### src/common/caa_pkg.sv
// Constants, types and decode helpers for the counter array register access block
package caa_pkg;
	typedef logic [7:0] caa_byte_t;
	typedef logic [15:0] caa_word_t;

	localparam int NUM_CHAN = 6;
	localparam caa_byte_t SFR_PAGE = 8'h00;
	localparam caa_byte_t ADDR_COUNTER_LOW = 8'hF9;
	localparam caa_byte_t ADDR_COUNTER_HIGH = 8'hFA;
	localparam caa_byte_t LOW_ADDR [0:NUM_CHAN-1] = '{8'hFB, 8'hE9, 8'hEB, 8'hED, 8'hFD, 8'hD2};
	localparam caa_byte_t HIGH_ADDR [0:NUM_CHAN-1] = '{8'hFC, 8'hEA, 8'hEC, 8'hEE, 8'hFE, 8'hD3};
	localparam caa_byte_t RESET_BYTE = 8'h00;
	localparam caa_word_t RESET_WORD = 16'h0000;
	localparam int BYTE_LO = 0;
	localparam int BYTE_HI = 8;
	localparam int BYTE_W = 8;

	// Page and address both have to match; a single wrong page bit must miss
	function automatic logic addr_hit(input caa_byte_t addr, input caa_byte_t page, input caa_byte_t target);
		addr_hit = (page == SFR_PAGE) && (addr == target);
	endfunction : addr_hit
endpackage : caa_pkg

### src/common/caa_chan_if.sv
// Carrier between the register front end and one capture/compare channel
`timescale 1ns/100ps
interface caa_chan_if;
	logic wrLow;
	logic wrHigh;
	caa_pkg::caa_byte_t wrData;
	logic reloadSelect;
	caa_pkg::caa_word_t counter;
	logic enLoad;
	logic enValue;
	caa_pkg::caa_word_t captureValue;
	caa_pkg::caa_word_t reloadValue;
	logic compareEnable;
	logic match;

	modport ctrl (
		output wrLow, wrHigh, wrData, reloadSelect, counter, enLoad, enValue,
		input captureValue, reloadValue, compareEnable, match
	);
	modport chan (
		input wrLow, wrHigh, wrData, reloadSelect, counter, enLoad, enValue,
		output captureValue, reloadValue, compareEnable, match
	);
endinterface : caa_chan_if

### src/caa_top.sv
// Register access for the counter high byte and the six capture/compare modules
`timescale 1ns/100ps
module caa_top #(
	parameter int NUM_CHAN = caa_pkg::NUM_CHAN
) (
	input wire logic clk,
	input wire logic reset_n,
	input wire caa_pkg::caa_byte_t sfrAddr,
	input wire caa_pkg::caa_byte_t sfrPage,
	input wire caa_pkg::caa_byte_t sfrWrData,
	input wire logic sfrWr,
	input wire logic sfrRd,
	input wire caa_pkg::caa_byte_t counterLow,
	input wire logic counterCarry,
	input wire logic watchdogEnable,
	input wire logic reloadSelect,
	input wire logic [NUM_CHAN-1:0] enLoad,
	input wire logic [NUM_CHAN-1:0] enValue,
	output caa_pkg::caa_byte_t sfrRdData,
	output logic sfrRdValid,
	output caa_pkg::caa_byte_t counterHigh,
	output logic [NUM_CHAN-1:0] compareEnable,
	output logic [NUM_CHAN-1:0] matchFlag
);
	// ----------------------------------------
	// Decode
	// ----------------------------------------
	logic counterLowHit;
	logic counterHighHit;
	logic [NUM_CHAN-1:0] lowHit;
	logic [NUM_CHAN-1:0] highHit;
	logic [NUM_CHAN-1:0] chanEnable;
	logic [NUM_CHAN-1:0] chanMatch;
	caa_pkg::caa_word_t chanCapture [NUM_CHAN];
	caa_pkg::caa_word_t chanReload [NUM_CHAN];
	caa_pkg::caa_byte_t snapshot;
	caa_pkg::caa_byte_t next_counterHigh;
	caa_pkg::caa_byte_t next_rdData;
	caa_pkg::caa_word_t liveCount;
	logic counterHighWrite;
	logic snapshotLoad;
	logic anyHit;

	caa_decode #(
		.NUM_CHAN(NUM_CHAN)
	) u_decode (
		.sfrAddr(sfrAddr),
		.sfrPage(sfrPage),
		.counterLowHit(counterLowHit),
		.counterHighHit(counterHighHit),
		.lowHit(lowHit),
		.highHit(highHit)
	);

	assign liveCount = {counterHigh, counterLow};
	assign counterHighWrite = sfrWr && counterHighHit && !watchdogEnable;
	// snapshot follows a read of the low byte
	assign snapshotLoad = sfrRd && counterLowHit;
	// write wins over a carry in the same cycle
	assign next_counterHigh = counterHighWrite ? sfrWrData
		: caa_pkg::caa_byte_t'(counterHigh + {7'h00, counterCarry});
	// Low-byte hit answers elsewhere, so it does not count here
	assign anyHit = counterHighHit || (|lowHit) || (|highHit);

	// ----------------------------------------
	// Channels
	// ----------------------------------------
	for (genvar i = 0; i < NUM_CHAN; i++)
	begin : g_chan
		caa_chan_if chIf ();

		assign chIf.wrLow = sfrWr && lowHit[i];
		assign chIf.wrHigh = sfrWr && highHit[i];
		assign chIf.wrData = sfrWrData;
		assign chIf.reloadSelect = reloadSelect;
		assign chIf.counter = liveCount;
		assign chIf.enLoad = enLoad[i];
		assign chIf.enValue = enValue[i];
		assign chanEnable[i] = chIf.compareEnable;
		assign chanMatch[i] = chIf.match;
		assign chanCapture[i] = chIf.captureValue;
		assign chanReload[i] = chIf.reloadValue;

		caa_chan u_chan (
			.clk(clk),
			.reset_n(reset_n),
			.bus(chIf.chan)
		);
	end

	assign compareEnable = chanEnable;
	assign matchFlag = chanMatch;

	// ----------------------------------------
	// Read data selection
	// ----------------------------------------
	always_comb
	begin
		caa_pkg::caa_word_t sel;
		sel = caa_pkg::RESET_WORD;
		next_rdData = caa_pkg::RESET_BYTE;
		// high byte reads come from the snapshot, not the live count
		if (counterHighHit)
			next_rdData = snapshot;
		for (int i = 0; i < NUM_CHAN; i++)
		begin
			// reload select picks the word behind the address
			sel = reloadSelect ? chanReload[i] : chanCapture[i];
			if (lowHit[i])
				next_rdData = sel[caa_pkg::BYTE_LO +: caa_pkg::BYTE_W];
			if (highHit[i])
				next_rdData = sel[caa_pkg::BYTE_HI +: caa_pkg::BYTE_W];
		end
	end

	// ----------------------------------------
	// Registers
	// ----------------------------------------
	always_ff @(posedge clk)
	begin
		if (!reset_n)
		begin
			counterHigh <= caa_pkg::RESET_BYTE;
			snapshot <= caa_pkg::RESET_BYTE;
			sfrRdData <= caa_pkg::RESET_BYTE;
			sfrRdValid <= 1'b0;
		end
		else
		begin
			counterHigh <= next_counterHigh;
			if (snapshotLoad)
				snapshot <= counterHigh;
			// Unmapped reads return zero with valid low
			sfrRdData <= (sfrRd && anyHit) ? next_rdData : caa_pkg::RESET_BYTE;
			sfrRdValid <= sfrRd && anyHit;
		end
	end

	// ----------------------------------------
	// Per-module checks
	// ----------------------------------------
	for (genvar i = 0; i < NUM_CHAN; i++)
	begin : g_chk
		// Bus write on this module overrides a mode-register load
		logic busTouch;
		assign busTouch = sfrWr && (lowHit[i] || highHit[i]);

	end
endmodule : caa_top

### src/caa_decode.sv
// Special-function address decode for the counter and the capture/compare modules
`timescale 1ns/100ps
module caa_decode #(
	parameter int NUM_CHAN = caa_pkg::NUM_CHAN
) (
	input wire caa_pkg::caa_byte_t sfrAddr,
	input wire caa_pkg::caa_byte_t sfrPage,
	output logic counterLowHit,
	output logic counterHighHit,
	output logic [NUM_CHAN-1:0] lowHit,
	output logic [NUM_CHAN-1:0] highHit
);
	assign counterLowHit = caa_pkg::addr_hit(sfrAddr, sfrPage, caa_pkg::ADDR_COUNTER_LOW);
	assign counterHighHit = caa_pkg::addr_hit(sfrAddr, sfrPage, caa_pkg::ADDR_COUNTER_HIGH);

	// ----------------------------------------
	// Per-module byte decode
	// ----------------------------------------
	for (genvar i = 0; i < NUM_CHAN; i++)
	begin : g_dec
		assign lowHit[i] = caa_pkg::addr_hit(sfrAddr, sfrPage, caa_pkg::LOW_ADDR[i]);
		assign highHit[i] = caa_pkg::addr_hit(sfrAddr, sfrPage, caa_pkg::HIGH_ADDR[i]);
	end
endmodule : caa_decode

### src/caa_chan.sv
// One capture/compare channel: value, auto-reload alias, comparator enable, match
`timescale 1ns/100ps
module caa_chan (
	input wire logic clk,
	input wire logic reset_n,
	caa_chan_if.chan bus
);
	caa_pkg::caa_word_t capture;
	caa_pkg::caa_word_t reload;
	logic enable;
	logic match;
	logic next_enable;
	logic countEqual;

	assign bus.captureValue = capture;
	assign bus.reloadValue = reload;
	assign bus.compareEnable = enable;
	assign bus.match = match;

	// low byte write clears, high byte write sets
	assign next_enable = bus.wrLow ? 1'b0 : (bus.wrHigh ? 1'b1 : (bus.enLoad ? bus.enValue : enable));
	assign countEqual = enable && (bus.counter == capture);

	always_ff @(posedge clk)
	begin
		if (!reset_n)
		begin
			capture <= caa_pkg::RESET_WORD;
			reload <= caa_pkg::RESET_WORD;
			enable <= 1'b0;
			match <= 1'b0;
		end
		else
		begin
			// select steers the byte to capture or reload
			if (bus.wrLow && !bus.reloadSelect)
				capture[caa_pkg::BYTE_LO +: caa_pkg::BYTE_W] <= bus.wrData;
			if (bus.wrLow && bus.reloadSelect)
				reload[caa_pkg::BYTE_LO +: caa_pkg::BYTE_W] <= bus.wrData;
			if (bus.wrHigh && !bus.reloadSelect)
				capture[caa_pkg::BYTE_HI +: caa_pkg::BYTE_W] <= bus.wrData;
			if (bus.wrHigh && bus.reloadSelect)
				reload[caa_pkg::BYTE_HI +: caa_pkg::BYTE_W] <= bus.wrData;
			enable <= next_enable;
			match <= countEqual;
		end
	end
endmodule : caa_chan

### config.mk
export PLATFORM = sky130hd
export DESIGN_NAME = caa_top
export DESIGN_NICKNAME = d
export VERILOG_FILES = /design/src/common/caa_pkg.sv /design/src/common/caa_chan_if.sv /design/src/caa_top.sv /design/src/caa_decode.sv /design/src/caa_chan.sv
export SDC_FILE = /design/constraint.sdc
export NUM_CORES = 1
export LEC_CHECK = 0
export BUFFER_PORTS_ARGS = -buffer_cell sky130_fd_sc_hd__buf_4
export CORE_ASPECT_RATIO = 1.2
export CORE_UTILIZATION = 30
export DETAILED_ROUTE_END_ITERATION = 8
export PLACE_DENSITY = 0.51
export SLEW_MARGIN = 0
export SYNTH_ARGS = -nofsm -noshare
export SYNTH_HDL_FRONTEND = slang
export SYNTH_HIERARCHICAL = 1
export SYNTH_SLANG_ARGS = --single-unit
### constraint.sdc
create_clock -name clk -period 3.05 [get_ports clk]
set_clock_uncertainty 0.1 [all_clocks]
set_input_delay 0.1525 -clock clk [delete_from_list [all_inputs] [get_ports clk]]
set_output_delay 0.1525 -clock clk [all_outputs]
set_load 0.005 [all_outputs]
==> impl_metrics.json <==
{
  "grt_remaining_overflow": 0,
  "gr-usage-all-layers": 0.216,
  "drc": 0,
  "tritoncts": "built",
  "min_period_over_period": 0.869,
  "grt_pass1_wl_mm": 66.4,
  "grt_max_degree": 60,
  "max-clock-path-buffers": 3,
  "post-dp-hpwl_mm": 30.5,
  "maxCapViolCount": 0,
  "final.setup.worst_slack_ns": 0.400,
  "cts.repair_timing.setup_buffer_count": 0,
  "port_buffers": 79,
  "power_per_cell_area_nw_per_um2": 469,
  "slew_hr": 0.387,
  "post_synth_num_cell_types": 60,
  "number_of_failing_setup_endpoints_in_the_final_timing_report": 0,
  "worstPathArrival_ns": 3.01,
  "path_clk_slew_ns": 0.06,
  "yosysWarnings": 6,
  "postSynth.topFlopCell": "dfxtp_1",
  "reported_leakage_power_nw": 4.93,
  "crit_fanout": 11,
  "syn-instance-count": 1434,
  "syn_area_sq_um": 12200,
  "cts_buf_count": 26,
  "syn_area_per_cell_sq_um": 8.49,
  "worst_ep_required_time_ns": 3.42,
  "globalplace.congestion": 0.927,
  "layout-drive-gt1-share": 0.163,
  "antenna_left": 0,
  "total_negative_slack_ns": 0,
  "rows": 80,
  "unrepaired_setup_endpoints_after_global_routing": "no",
  "r2r_path_end": "g_chan[5].u_chan/bus.match",
  "cts.htree.levels": 1,
  "initial_antenna_violation_count": 0,
  "dp_worst_setup_slack_ns": 0.0625,
  "first_global_vias": 10279,
  "floorplan.die_area_sq_um": 41400,
  "r2r_setup_slack_ns": 0.80,
  "async_flop_share": 0,
  "p_total_mw": 6.85,
  "run_status": "completed",
  "timing.hold.worst.class": "in -> reg",
  "fp.dieH_um": 223,
  "crit_path_start_kind": "primary input",
  "synth_enable_flop_cells": 0,
  "floorplan.initialDensity": 0.306,
  "r2r_start": "counterHigh[5]",
  "ctsResizeCount": 0,
  "syn_to_final_growth_pct": 20.1,
  "wl_per_cell_um": 21.4,
  "setup.worst_path.start": "sfrPage[1]",
  "ys_ff_latch": 229,
  "cts_root_buf": "clkbuf_16",
  "timing.critical_path.to_type": "flop",
  "syn_nets": 1487,
  "drt-vias-per-instance": 5.16,
  "timing_worst_setup_path_type": "in -> reg",
  "clk-insertion-delay-late_ns": 0.55,
  "wirelength_mm": 44.6,
  "clock_sink_count": 229,
  "die_w_um": 186,
  "reg2reg_depth": 5,
  "worst-slew-pin-transition_ns": 0.918,
  "core_area_sq_um": 39800,
  "endpoint": "g_chan[2].u_chan/bus.compareEnable",
  "nNetsFinal": 1587,
  "whs_path_depth": 2,
  "ir_worst_vdd_uv": 367,
  "timing_max_transition_violations_final": 0,
  "hold_buffers": 23,
  "final_common_cell": "nand2_1",
  "vias": 10779,
  "detail_route.iter0.violations": 725,
  "antenna_cells": 0,
  "final_period_minus_worst_setup_slack_ns": 2.65,
  "synth.yosys.seq_area_share": 0.377,
  "firstDrtPassIters": 6,
  "final_cell_mix": "328 x nand2_1, 229 x dfxtp_1, 192 x a21boi_0",
  "timing.fmax_mhz": 377,
  "io_pins": 80,
  "hold_viol": 0
}
-- critical path, stage by stage --
cell,delay (ns)
buf_4,0.10
or4_1,0.63
buf_4,0.24
nor4_1,0.32
buf_4,0.21
and2_1,0.37
buf_4,0.22
a211oi_1,0.05
dlygate4sd3_1,0.56
nor3b_1,0.16
-- worst min path at each step --
| stage | start | endpoint |
|---|---|---|
| 2_1_floorplan | sfrWrData[0] | counterHigh[0] |
| 4_1_cts | reset_n | g_chan[0].u_chan/bus.captureValue[0] |
| 3_5_place_dp | snapshot[3] | snapshot[3] |
| 6_report | reset_n | g_chan[0].u_chan/bus.reloadValue[0] |
| 3_3_place_gp | g_chan[2].u_chan/bus.reloadValue[13] | g_chan[2].u_chan/bus.reloadValue[13] |
| 5_1_grt | reset_n | g_chan[0].u_chan/bus.captureValue[3] |
-- cells in the mapped netlist (all sizes together), types with 3 or more instances --
master | n | area (sq um)
nand4b | 3 | 26.3
nor2b | 26 | 163
o21ai | 12 | 60.1
a221oi | 14 | 135
nor2 | 15 | 58.8
or2 | 4 | 25.0
or4 | 9 | 67.6
nor4 | 23 | 181
dfxtp | 229 | 4580
a211oi | 19 | 143
o31ai | 3 | 22.5
or4bb | 3 | 33.8
buf | 50 | 399
nor3b | 6 | 45.0
o22ai | 8 | 50.1
a221o | 3 | 30.0
mux2i | 66 | 661
nand2b | 17 | 106
a21oi | 28 | 140
xnor2 | 81 | 709
o32ai | 3 | 26.3
a2111oi | 3 | 32.5
a21boi | 192 | 1440
xor2 | 21 | 184
a31oi | 3 | 25.0
nand3 | 115 | 576
and2 | 12 | 75.1
clkbuf | 59 | 221
mux2 | 31 | 372
nand4 | 19 | 119
nand2 | 328 | 1230
inv | 4 | 15.0
or4b | 5 | 50.1
-- per-layer routing --
| metal | vias to the layer above | share of wire | global-route usage | wire length (um) |
|---|---|---|---|---|
| li1 | 5191 | - | - | - |
| met1 | 5224 | 0.42 | 0.275 | 18900 |
| met2 | 302 | 0.50 | 0.376 | 22300 |
| met3 | 62 | 0.045 | 0.0180 | 1990 |
| met4 | 0 | 0.032 | 0.0756 | 1420 |
| met5 | - | 0 | 0 | 0 |
-- stage by stage --
| step | cell area (sq um) | util | hold WS, ns | instances |
|---|---|---|---|---|
| final | 14600 | 0.367 | 0.0413 | 2087 |
| after global routing | 14600 | 0.367 | 0.0402 | 2087 |
| after CTS | 14600 | 0.367 | 0.0261 | 2087 |
| after detailed placement | 13500 | 0.338 | 0.348 | 2016 |
| after global placement | 13500 | 0.338 | 0.347 | 2016 |
| after floorplan | 12200 | - | 0.196 | 1434 |
-- report_power, final --
group          internal, mW  switching (mW)  leakage (nW)
combinational         0.199           0.304          2.65
sequential             3.00         0.00724          1.84
clock                  2.05            1.30         0.439
-- cells by family after synthesis --
logic type                 count (synthesis)  share of synthesized area
DFF                                      229                      0.377
AOI/OAI and AO/OA                        299                      0.181
and+or+nand+nor                          592                      0.230
buffers and inverters                    113                     0.0522
adders and majority gates                  2                    0.00206
xor gates and xnor gates                 102                     0.0734
muxes                                     97                     0.0848
-- area by class of cell --
cell class              instances  area, sq um
clock buffers                  42          802
clock inverters                 6          110
fillers                      4171        25200
inverters                       4         15.0
multi-input cells            1092         6990
flip-flops and latches        229         4580
well taps                     533          667
repair buffers                181         1460
-- state kept, by name (all words and copies together) (netlist names) --
register and count:
g_chan.u_chan/bus.captureValue 96, g_chan.u_chan/bus.reloadValue 96, counterHigh 8, sfrRdData 8, snapshot 8, g_chan.u_chan/bus.compareEnable 6
g_chan.u_chan/bus.match 6, sfrRdValid 1
Power figures use the tool's default switching activity.
